File: config.mk
export PLATFORM = sky130hd
export DESIGN_NAME = eoc_interrupt_host_port
export DESIGN_NICKNAME = d
export VERILOG_FILES = /design/src/include/eoc_port_pkg.sv /design/src/design/sync_two_ff.sv /design/src/design/eoc_interrupt_host_port.sv
export VERILOG_INCLUDE_DIRS = /design/src /design/src/include
export SDC_FILE = /design/constraint.sdc
export NUM_CORES = 1
export LEC_CHECK = 0
export BUFFER_PORTS_ARGS = -buffer_cell sky130_fd_sc_hd__buf_2
export CAP_MARGIN = 20
export CORE_UTILIZATION = 35
export CTS_CLUSTER_DIAMETER = 30
export CTS_CLUSTER_SIZE = 16
export DETAILED_ROUTE_END_ITERATION = 12
export GPL_TIMING_DRIVEN = 0
export PLACE_DENSITY = 0.64
export SLEW_MARGIN = 40
export SYNTH_ARGS = -nofsm -noshare
export SYNTH_HDL_FRONTEND = slang
export SYNTH_HIERARCHICAL = 1
export SYNTH_SLANG_ARGS = --single-unit
File: constraint.sdc
create_clock -name clk_sys -period 2.07 [get_ports clk_sys]
set_clock_uncertainty 0.15 [all_clocks]
set_input_delay 0.1035 -clock clk_sys [delete_from_list [all_inputs] [get_ports clk_sys]]
set_output_delay 0.1035 -clock clk_sys [all_outputs]
set_load 0.02 [all_outputs]
File: src/include/eoc_port_consts.svh
// Constants for the end-of-conversion interrupt host port
`ifndef EOC_PORT_CONSTS_SVH
`define EOC_PORT_CONSTS_SVH
`define ADDR_LOW_BYTE    1'h0
`define ADDR_HIGH_BYTE   1'h1
`define OUT_LATCH_RESET  8'h00
`define PIE_MODE0_WORD   8'h99
`define HIGH_NIBBLE_POS  4
`define BUS_SYNC_RESET   12'he00
`define CONV_SYNC_RESET  13'h1000
`endif

File: src/include/eoc_port_pkg.sv
// Types for the end-of-conversion interrupt host port
package eoc_port_pkg;
  typedef struct packed {
    logic       rd_n;
    logic       wr_n;
    logic       sel_n;
    logic       a0;
    logic [7:0] wdata;
  } host_bus_type;
  typedef struct packed {
    logic       busy;
    logic [11:0] result;
  } conv_status_type;
  typedef enum logic [1:0] {
    xfer_idle,
    xfer_read,
    xfer_write
  } xfer_state_type;
endpackage

File: src/design/sync_two_ff.sv
// Two-flop level synchroniser
`timescale 1ns/1ns
`default_nettype none
module sync_two_ff #(
  parameter int               WIDTH       = 1,
  parameter logic [WIDTH-1:0] RESET_VALUE = '0
) (
  input  wire logic             clk_sys,
  input  wire logic             srst,
  input  wire logic [WIDTH-1:0] async_in,
  output var  logic [WIDTH-1:0] sync_out
);
  logic [WIDTH-1:0] meta_reg;
  // First stage only feeds the second
  always_ff @(posedge clk_sys) begin
    if (srst) begin
      meta_reg <= RESET_VALUE;
      sync_out <= RESET_VALUE;
    end else begin
      meta_reg <= async_in;
      sync_out <= meta_reg;
    end
  end
endmodule // sync_two_ff
`default_nettype wire

File: src/design/eoc_interrupt_host_port.sv
// End-of-conversion interrupt driven parallel host port
// Summary of operation
// The interrupt latch sets on a rising edge of the conversion-complete status line.
// The latch output drives the processor interrupt request directly, ungated.
// A processor read of the status and upper result byte clears the latch.
// The service routine must do that read before returning, else it re-enters.
// The processor finishes its current instruction and then enters the service routine.
// Only one such port drives the interrupt input; arbitration lives outside.
// A parallel element replacing this logic is set to mode 0, port B out, rest in.
// Any extra bus buffers are enabled by the same read and write strobes.
// Strobes are honoured only while the address select is active.
// On a read, the low address bit high selects the status and upper byte group.
// Reset clears the interrupt latch.
`timescale 1ns/1ns
`default_nettype none
`include "eoc_port_consts.svh"
module eoc_interrupt_host_port (
  input  wire logic                          clk_sys,
  input  wire logic                          srst,
  input  wire eoc_port_pkg::host_bus_type    host_bus,
  input  wire eoc_port_pkg::conv_status_type conv_in,
  output var  logic [7:0]                    data_out,
  output logic [7:0]                         data_oe_n,
  output var  logic [7:0]                    port_b_output_lines,
  output logic                               ext_buf_rd_en,
  output logic                               ext_buf_wr_en,
  output logic                               irq
);
  import eoc_port_pkg::*;

  host_bus_type    bus_sync;
  conv_status_type conv_sync;
  xfer_state_type  state_reg;
  xfer_state_type  state_next;
  logic            status_last_reg;
  logic            int_latch_reg;
  logic            int_latch_next;
  logic [7:0]      read_mux;
  logic [7:0]      data_out_next;
  logic [7:0]      out_latch_next;

  // Host strobes and converter lines come from outside the clock
  // Reset to the idle bus so no false strobe follows reset
  sync_two_ff #(.WIDTH($bits(host_bus_type)), .RESET_VALUE(`BUS_SYNC_RESET)) u_sync_bus (
    .clk_sys  (clk_sys),
    .srst     (srst),
    .async_in (host_bus),
    .sync_out (bus_sync)
  );
  // Status resets high so a level held high gives no edge
  sync_two_ff #(.WIDTH($bits(conv_status_type)), .RESET_VALUE(`CONV_SYNC_RESET)) u_sync_conv (
    .clk_sys  (clk_sys),
    .srst     (srst),
    .async_in (conv_in),
    .sync_out (conv_sync)
  );

  // Strobe qualification by address select
  wire selected  = ~bus_sync.sel_n;
  wire rd_active = selected & ~bus_sync.rd_n;
  wire wr_active = selected & ~bus_sync.wr_n & bus_sync.rd_n;
  wire rd_start  = rd_active & (state_reg != xfer_read);
  wire wr_start  = wr_active & (state_reg != xfer_write);
  wire eoc_rise  = conv_sync.busy & ~status_last_reg;
  wire hi_read   = rd_start & (bus_sync.a0 == `ADDR_HIGH_BYTE);

  // Byte group selection by low address bit
  assign read_mux = (bus_sync.a0 == `ADDR_HIGH_BYTE)
                  ? {int_latch_reg, 3'h0, conv_sync.result[11:8]}
                  : conv_sync.result[7:0];

  // Transfer tracking so each strobe acts once
  always_comb begin
    state_next = state_reg;
    case (state_reg)
      xfer_idle: begin
        if (rd_active) begin
          state_next = xfer_read;
        end else if (wr_active) begin
          state_next = xfer_write;
        end
      end
      xfer_read: begin
        if (!rd_active) begin
          state_next = wr_active ? xfer_write : xfer_idle;
        end
      end
      xfer_write: begin
        if (rd_active) begin
          state_next = xfer_read;
        end else if (!wr_active) begin
          state_next = xfer_idle;
        end
      end
      default: begin
        state_next = xfer_idle;
      end
    endcase
  end

  // Latch next value; a new edge wins over a clearing read
  assign int_latch_next = eoc_rise ? 1'b1
                        : (hi_read ? 1'b0 : int_latch_reg);
  assign data_out_next  = rd_start ? read_mux : data_out;
  assign out_latch_next = wr_start ? bus_sync.wdata : port_b_output_lines;

  // Registered state
  always_ff @(posedge clk_sys) begin
    if (srst) begin
      state_reg           <= xfer_idle;
      status_last_reg     <= 1'b1; // No false edge after reset
      int_latch_reg       <= 1'b0;
      data_out            <= 8'h00;
      port_b_output_lines <= `OUT_LATCH_RESET;
    end else begin
      state_reg           <= state_next;
      status_last_reg     <= conv_sync.busy;
      int_latch_reg       <= int_latch_next;
      data_out            <= data_out_next;
      port_b_output_lines <= out_latch_next;
    end
  end

  // Outputs
  assign irq           = int_latch_reg;
  assign data_oe_n     = (state_reg == xfer_read) ? 8'h00 : 8'hff;
  assign ext_buf_rd_en = (state_reg == xfer_read);
  assign ext_buf_wr_en = (state_reg == xfer_write);
endmodule // eoc_interrupt_host_port
`default_nettype wire

* After elaboration in Yosys (flattened, before gate mapping) *
Cells that the tools add are included.

storage, ports and cells
  logic and storage cells = 41
  flip-flop bits (word level) = 70
  output and inout bits = 27

cells by class
  mux-type cells = 11
  bitwise logic cells = 11
  equal/unequal tests = 7
  reductions and logical operators = 3

operator list
  cell                                                              number
  8-bit 2-to-1 mux                                                  2
  2-bit 2-to-1 mux                                                  6
  1-bit AND                                                         7
  3-bit != test (second input constant)                             2
  2-bit one-hot mux with 3 select lines                             1
  2-bit != test (second input constant)                             2
  1-bit NOT                                                         4
  3-bit AND reduction                                               1
  2-bit by 1-bit == test with 1-bit output (second input constant)  1
  2-bit == test (second input constant)                             1
  2-bit logical NOT                                                 1
  1-bit 2-to-1 mux                                                  2
  2-bit by 1-bit != test with 1-bit output (second input constant)  1
  2-bit nonzero test                                                1

* Longest topological paths before layout *
Gate-level depths: netlist (run 1).

  depth in word-level cells = 6
  mapped depth = 5
  gate-level depth less buffers = 4

* By module *
Netlist (run 1), hierarchy kept.

by module, submodules not included
  module                     area an instance (µm²)  times used  cells each
  eoc_interrupt_host_port    922.1                   1           96
  sync_two_ff (u_sync_conv)  701.9                   1           54
  sync_two_ff (u_sync_bus)   649.4                   1           50

* Worst setup path after synthesis (run 1) *
No wires, ideal clock.

  path kind = register to register
  from = reg state_reg[0]
  to = reg data_out[0]
  setup slack = 0.624 ns
  library setup time = 0.133 ns
  path buffers = 1
  arrival = 1.162 ns
  data required time = 1.787 ns
  stages on the path, launching flop included = 6
  period minus slack after synthesis = 1.446 ns
  cell sequence = dfxtp_1 nor2b_1 buf_2 clkinv_2 a21oi_1 a211oi_1

between the ends
  word-level cells in the longest chain between the ends = 2

ends and longest elaborated chain
  item                                      RTL line                        RTL
  start, declared                           eoc_interrupt_host_port.sv:33   xfer_state_type state_reg;
  start signal, assigned                    eoc_interrupt_host_port.sv:110  state_reg <= xfer_idle;
  start signal, assigned                    eoc_interrupt_host_port.sv:116  state_reg <= state_next;
  2-bit by 1-bit != test with 1-bit output  eoc_interrupt_host_port.sv:62   wire rd_start = rd_active & (state_reg != xfer_read);
  1-bit AND                                 eoc_interrupt_host_port.sv:62
  end signal, assigned                      eoc_interrupt_host_port.sv:119  data_out <= data_out_next;
  end, declared                             eoc_interrupt_host_port.sv:22   output var logic [7:0] data_out,

No other way between the ends.
A chain may end at the register's enable or synchronous reset.

* Worst setup path after layout (run 1) *
  from = reg state_reg[0]
  to = out data_oe_n[5]

between the ends
  word-level cells in the longest chain between the ends = 2

ends and longest elaborated chain
  item                                      RTL line                        RTL
  2-bit by 1-bit == test with 1-bit output  eoc_interrupt_host_port.sv:126  assign data_oe_n = (state_reg == xfer_read) ? 8'h00 : 8'hff;
  8-bit 2-to-1 mux                          eoc_interrupt_host_port.sv:126
  end, declared                             eoc_interrupt_host_port.sv:23   output logic [7:0] data_oe_n,

No other way between the ends.

==> results of run 1 <==
-- power groups by stage --
stage / Sequential [uW] / Combinational (uW) / Clock [uW]
5_1_grt: 1410 / 178 / 1410
3_3_place_gp: 1440 / 116 / 0
3_5_place_dp: 1440 / 117 / 0
4_1_cts: 1410 / 161 / 1340
2_1_floorplan: 1440 / 69.9 / 0
6_report: 1410 / 160 / 1310
-- per-stage QoR --
stage / total power [uW] / instance area, um^2 / hold WS (ns) / setup slack (ns) / util
2_1_floorplan: 1507 / 2273 / 0.02511 / 0.6242 / -
3_3_place_gp: 1553 / 2633 / 0.1310 / 0.5115 / 0.4319
3_5_place_dp: 1555 / 2633 / 0.1370 / 0.5298 / 0.4319
4_1_cts: 2908 / 3188 / 0.06419 / 0.2062 / 0.5230
5_1_grt: 2999 / 3188 / 0.08481 / 0.09702 / 0.5230
6_report: 2875 / 3188 / 0.07355 / 0.2387 / 0.5230
-- path summary, 6_finish.rpt --
| kind | start | endpoint | slack (ns) |
|---|---|---|---|
| worst min-delay path | srst | u_sync_conv/meta_reg[1] | 0.07 |
| worst min register to register | u_sync_bus/meta_reg[11] | u_sync_bus/sync_out[11] | 0.26 |
| worst max-delay path | state_reg[0] | data_oe_n[5] | 0.24 |
| worst max register to register | state_reg[0] | data_out[0] | 0.62 |
-- synthesized netlist by cell type (all sizes together) --
library cell / n / area share
dfxtp: 70 / 0.62
nor2b: 40 / 0.11
nand2b: 18 / 0.050
mux2i: 13 / 0.057
buf: 12 / 0.040
or2: 10 / 0.028
a21oi: 9 / 0.020
a211oi: 5 / 0.017
and2b: 4 / 0.013
clkbuf: 4 / 0.0072
nor2: 4 / 0.0066
nand4: 3 / 0.0083
o21ai: 3 / 0.0066
a211o: 1 / 0.0039
clkinv: 1 / 0.0022
inv: 1 / 0.0016
nor3: 1 / 0.0072
o31ai: 1 / 0.0033
-- worst max-delay path, stage by stage, from the launching register on --
cell      delay [ns]
dfxtp_1         0.38
nor2b_1         0.14
buf_2           0.18
clkinv_2        0.21
buf_4           0.19
buf_2           0.15
-- routing by layer --
metal,global-route usage,vias up,share of wire
li1,-,828,-
met1,0.1422,692,0.43
met2,0.2091,42,0.49
met3,0.05055,4,0.056
met4,0.07241,0,0.016
met5,0,-,0
-- cell type report --
class                           count  area, um^2  share of cell area
Buffer                             16       106.4             0.03336
Timing Repair Buffer               84       575.6              0.1805
Clock buffer                       10       137.6             0.04317
Clock inverter                      5       107.6             0.03375
Multi-Input combinational cell    112       757.0              0.2374
Tap cell                           75       93.84             0.02943
Sequential cell                    70        1401              0.4396
Inverter                            2       8.758            0.002747
-- cells by family after synthesis --
family	Yosys count
DFF	70
and+or+nand+nor	80
muxes	13
buffers and inverters	18
AOI/OAI and AO/OA	19
==> qor.yml, run 1 <==
status: "complete, no violations"
worstSetupPathType: "reg -> out"
powerDensity_nw_per_um2: 901.9
dp_hpwl_um: 2487
cts_sinks: 70
synth_top_family_by_area: "simple AND/OR/NAND/NOR gates"
cts_hold_buffers: 31
share_comb_of_total_power: 0.056
finalCritPeriodShare: 0.8847
synth_compound_area_frac: 0.05008
synthSimpleGateAreaFrac: 0.2256
grt_usage: 0.1282
pwr-share-clk: 0.455
drcViolationCount: 0
rsz0062_at_grt: "no"
synth_fa_ha_area_frac: 0
die_area_um2: 6822
antenna_left: 0
worst_slew_pin_slew_ns: 0.5433
fillers: 585
cp_max_fo: 16
wl_um: 3958
finalNonFillerCells: 374
syn_to_final_growth_pct: 40.23
grt-ovfl-total: 0
worst_setup_path_start_kind: "flip-flop"
num_rows: 28
slew_headroom: 0.6364
p_seq_frac: 0.489
core-area_um2: 6096
internal_power_uw: 2325
cp_data_required_time_ns: 1.82
start_util: 0.3729
layout_commonest_cell: "dfxtp_1"
viasPerCell: 4.187
grt_max_degree: 17
place.gp.congestion: 0.7389
swShare: 0.1914
wl_per_cell_um: 10.58
r2r.worst_path.cells: 5
drt_first_pass_iters: 4
dp_cells: 328
layout-drive-gt1-share: 0.2876
io_pins: 54
port_buffers: 53
diodes: 0
yosys-mux-area-fraction: 0.05724
cts_tree: "done"
postCtsSetupRepairBufs: 0
syn-num-nets: 227
die_h_um: 82.60
insertion_delay_ns: 0.33
antenna_found_initial: 0
fin_nets: 322
ys_seq_elements: 70
synth.avg_cell_area_um2: 11.37
seq_area_frac_synth: 0.6164
yosys_warnings: 6
clk_path_buf_depth: 2
p_sw_uw: 550.3
grt_pass1_wl_um: 6154
synth.distinct_cells: 23
cts.htree.levels: 3
syn-instance-count: 200
setup_viol: 0
syn_area_um2: 2273
first_global_vias: 1382
layout_common_cells: "70 x dfxtp_1, 56 x buf_2, 39 x nor2b_1"
fin_crit_ns: 1.831
drt_iter0_markers: 36
hold_path_depth: 2
vias: 1566
end_kind: "output port"
numCtsBuffers: 9
synthXorXnorAreaFrac: 0
fmax_mhz: 546.1
critPathArrivalTime_ns: 1.58
clk_pin_slew_ns: 0.07
max_cap_viol_count: 0
fin_setup_tns_ns: 0
cts-root-buf: "clkbuf_8"
hp-class: "in -> reg"
peakVddDrop_v: 0.0005466
die_w_um: 82.60
leakage_uw: 0.001326
hold_violations: 0
cts-resized-gates: 0
slew_violations: 0
Power figures use the tool's default switching activity.
==> run 2: changes to the inputs <==
--- a/config.mk
+++ b/config.mk
@@ -8,13 +8,14 @@
 export LEC_CHECK = 0
 export BUFFER_PORTS_ARGS = -buffer_cell sky130_fd_sc_hd__buf_2
 export CAP_MARGIN = 20
+export CORE_MARGIN = 10
 export CORE_UTILIZATION = 35
 export CTS_CLUSTER_DIAMETER = 30
 export CTS_CLUSTER_SIZE = 16
 export DETAILED_ROUTE_END_ITERATION = 12
 export GPL_TIMING_DRIVEN = 0
 export PLACE_DENSITY = 0.64
-export SLEW_MARGIN = 40
+export SLEW_MARGIN = 20
 export SYNTH_ARGS = -nofsm -noshare
 export SYNTH_HDL_FRONTEND = slang
 export SYNTH_HIERARCHICAL = 1
==> qor.yml, run 2 (synthesis results as in run 1) <==
status: "complete, no violations"
max_cap_viol_count: 0  # unchanged
end_kind: "output port"
antenna_found_initial: 0  # unchanged
die_h_um: 100.6  # +22%
slowest_stage: "dfxtp_1"
fin_setup_tns_ns: 0  # unchanged
antenna_left: 0  # unchanged
setup_viol: 0  # unchanged
wl_per_cell_um: 11.33  # +7.0%
syn_to_final_growth_pct: 39.24
grt_usage: 0.09046  # -0.03772
layout_common_cells: "70 x dfxtp_1, 56 x buf_2, 39 x nor2b_1"
finalNonFillerCells: 377  # +0.80%
vias: 1534  # -2.0%
drt_iter0_markers: 48  # +33%
layout-drive-gt1-share: 0.2867  # -0.0009588
slowest_delay_ns: 0.39  # about the same
dp_hpwl_um: 2963  # +19%
dp_cells: 330  # +0.61%
place.gp.congestion: 0.6901  # -6.6%
core-area_um2: 6314  # +3.6%
numCtsBuffers: 9  # unchanged
port_buffers: 53  # unchanged
insertion_delay_ns: 0.33  # about the same
cts_hold_buffers: 31  # unchanged
start_util: 0.3601  # -0.01286
io_pins: 54  # unchanged
dpl_cell_area_um2: 2635  # about the same
swShare: 0.2087  # +0.01733
finalCritPeriodShare: 0.8907  # +0.006022
fin_total_pwr_uw: 2756  # -4.1%
grt-ovfl-total: 0  # unchanged
p_seq_frac: 0.510  # +0.021
final_area_um2: 3166  # -0.71%
utilization: 0.5014  # -0.02160
p_sw_uw: 575.3  # +4.5%
clk_path_buf_depth: 2  # unchanged
pwr-share-clk: 0.432  # -0.023
drcViolationCount: 0  # unchanged
cts_tree: "done"
worstSetupPathType: "reg -> out"
powerDensity_nw_per_um2: 870.7  # -3.5%
diodes: 0  # unchanged
hold_violations: 0  # unchanged
die_w_um: 100.6  # +22%
fmax_mhz: 542.4  # -0.68%
fillers: 596  # +1.9%
peakVddDrop_v: 0.0005045  # -7.7%
viasPerCell: 4.069  # -2.8%
first_global_vias: 1622  # +17%
cts-root-buf: "clkbuf_8"
fin_crit_ns: 1.844  # +0.01246 ns
critPathArrivalTime_ns: 1.59  # about the same
grt_pass1_wl_um: 7403  # +20%
grt_max_degree: 17  # unchanged
leakage_uw: 0.001307  # -1.4%
cp_common_cell: "buf_2"
worst_slew_pin_slew_ns: 0.5638  # +0.02049 ns
reg2reg_setup_slack_ns: 0.62  # about the same
hp-class: "in -> reg"
worst_setup_path_start_kind: "flip-flop"
fin_nets: 322  # unchanged
wl_um: 4270  # +7.9%
cts.htree.levels: 3  # unchanged
cts-resized-gates: 0  # unchanged
die_area_um2: 10120  # +48%
layout_commonest_cell: "dfxtp_1"
clk_pin_slew_ns: 0.07  # about the same
cp_max_fo: 16  # unchanged
rsz0062_at_grt: "no"
cts_sinks: 70  # unchanged
internal_power_uw: 2181  # -6.2%
cp_data_required_time_ns: 1.82  # about the same
drt_first_pass_iters: 4  # unchanged
postCtsSetupRepairBufs: 0  # unchanged
path_cells: "nor2b_1 > buf_2 > clkinv_2 > buf_4 > buf_2"
share_comb_of_total_power: 0.058  # +0.002
num_rows: 29  # +3.6%
slew_headroom: 0.6227  # -0.01371
slew_violations: 0  # unchanged
-- run 2: per-layer routing --
layer | wire, um | GRT usage | up-vias | part of all wire
met5 | 0 | 0 | - | 0
met4 | 83 | 0.04239 | 0 | 0.019
met3 | 215 | 0.03086 | 8 | 0.050
met2 | 2117 | 0.1543 | 35 | 0.50
met1 | 1853 | 0.09813 | 668 | 0.43
li1 | - | - | 823 | -
-- run 2: power groups by stage --
stage	clock network, uW	logic, uW	registers [uW]
6_report	1190	159	1410
5_1_grt	1290	178	1410
4_1_cts	1220	161	1410
3_5_place_dp	0	116	1440
3_3_place_gp	0	115	1440
2_1_floorplan	0	69.9	1440
-- run 2: layout make-up --
cell class / instances / area, um^2 / area share
buffer: 16 / 106.4 / 0.03360
timing repair buffer: 84 / 575.6 / 0.1818
multi-input combinational: 112 / 757.0 / 0.2391
inverter: 2 / 8.758 / 0.002767
clock buffer: 10 / 127.6 / 0.04032
tap: 77 / 96.34 / 0.03043
sequential: 70 / 1401 / 0.4427
clock inverter: 6 / 92.59 / 0.02925
-- run 2: path summary, 6_finish.rpt --
path                          startpoint                  endpoint  cells past startpoint
hold reg to reg   u_sync_bus/meta_reg[9]    u_sync_bus/sync_out[9]                      1
setup reg to reg            state_reg[0]               data_out[3]                      5
hold / removal                      srst  u_sync_conv/sync_out[10]                      2
setup / recovery            state_reg[0]              data_oe_n[5]                      5
-- run 2: critical path: cells and delay by family (launching register included) --
kind / cells / cell delay, ns
buf+inv: 4 / 0.74
flops: 1 / 0.39
simple gates: 1 / 0.14
-- run 2: per-stage QoR --
stage	hold slack [ns]	setup slack, ns
5_1_grt	0.07064	0.09158
6_report	0.06266	0.2263
2_1_floorplan	0.02511	0.6242
4_1_cts	0.05605	0.1920
3_5_place_dp	0.1390	0.5378
3_3_place_gp	0.1300	0.5389
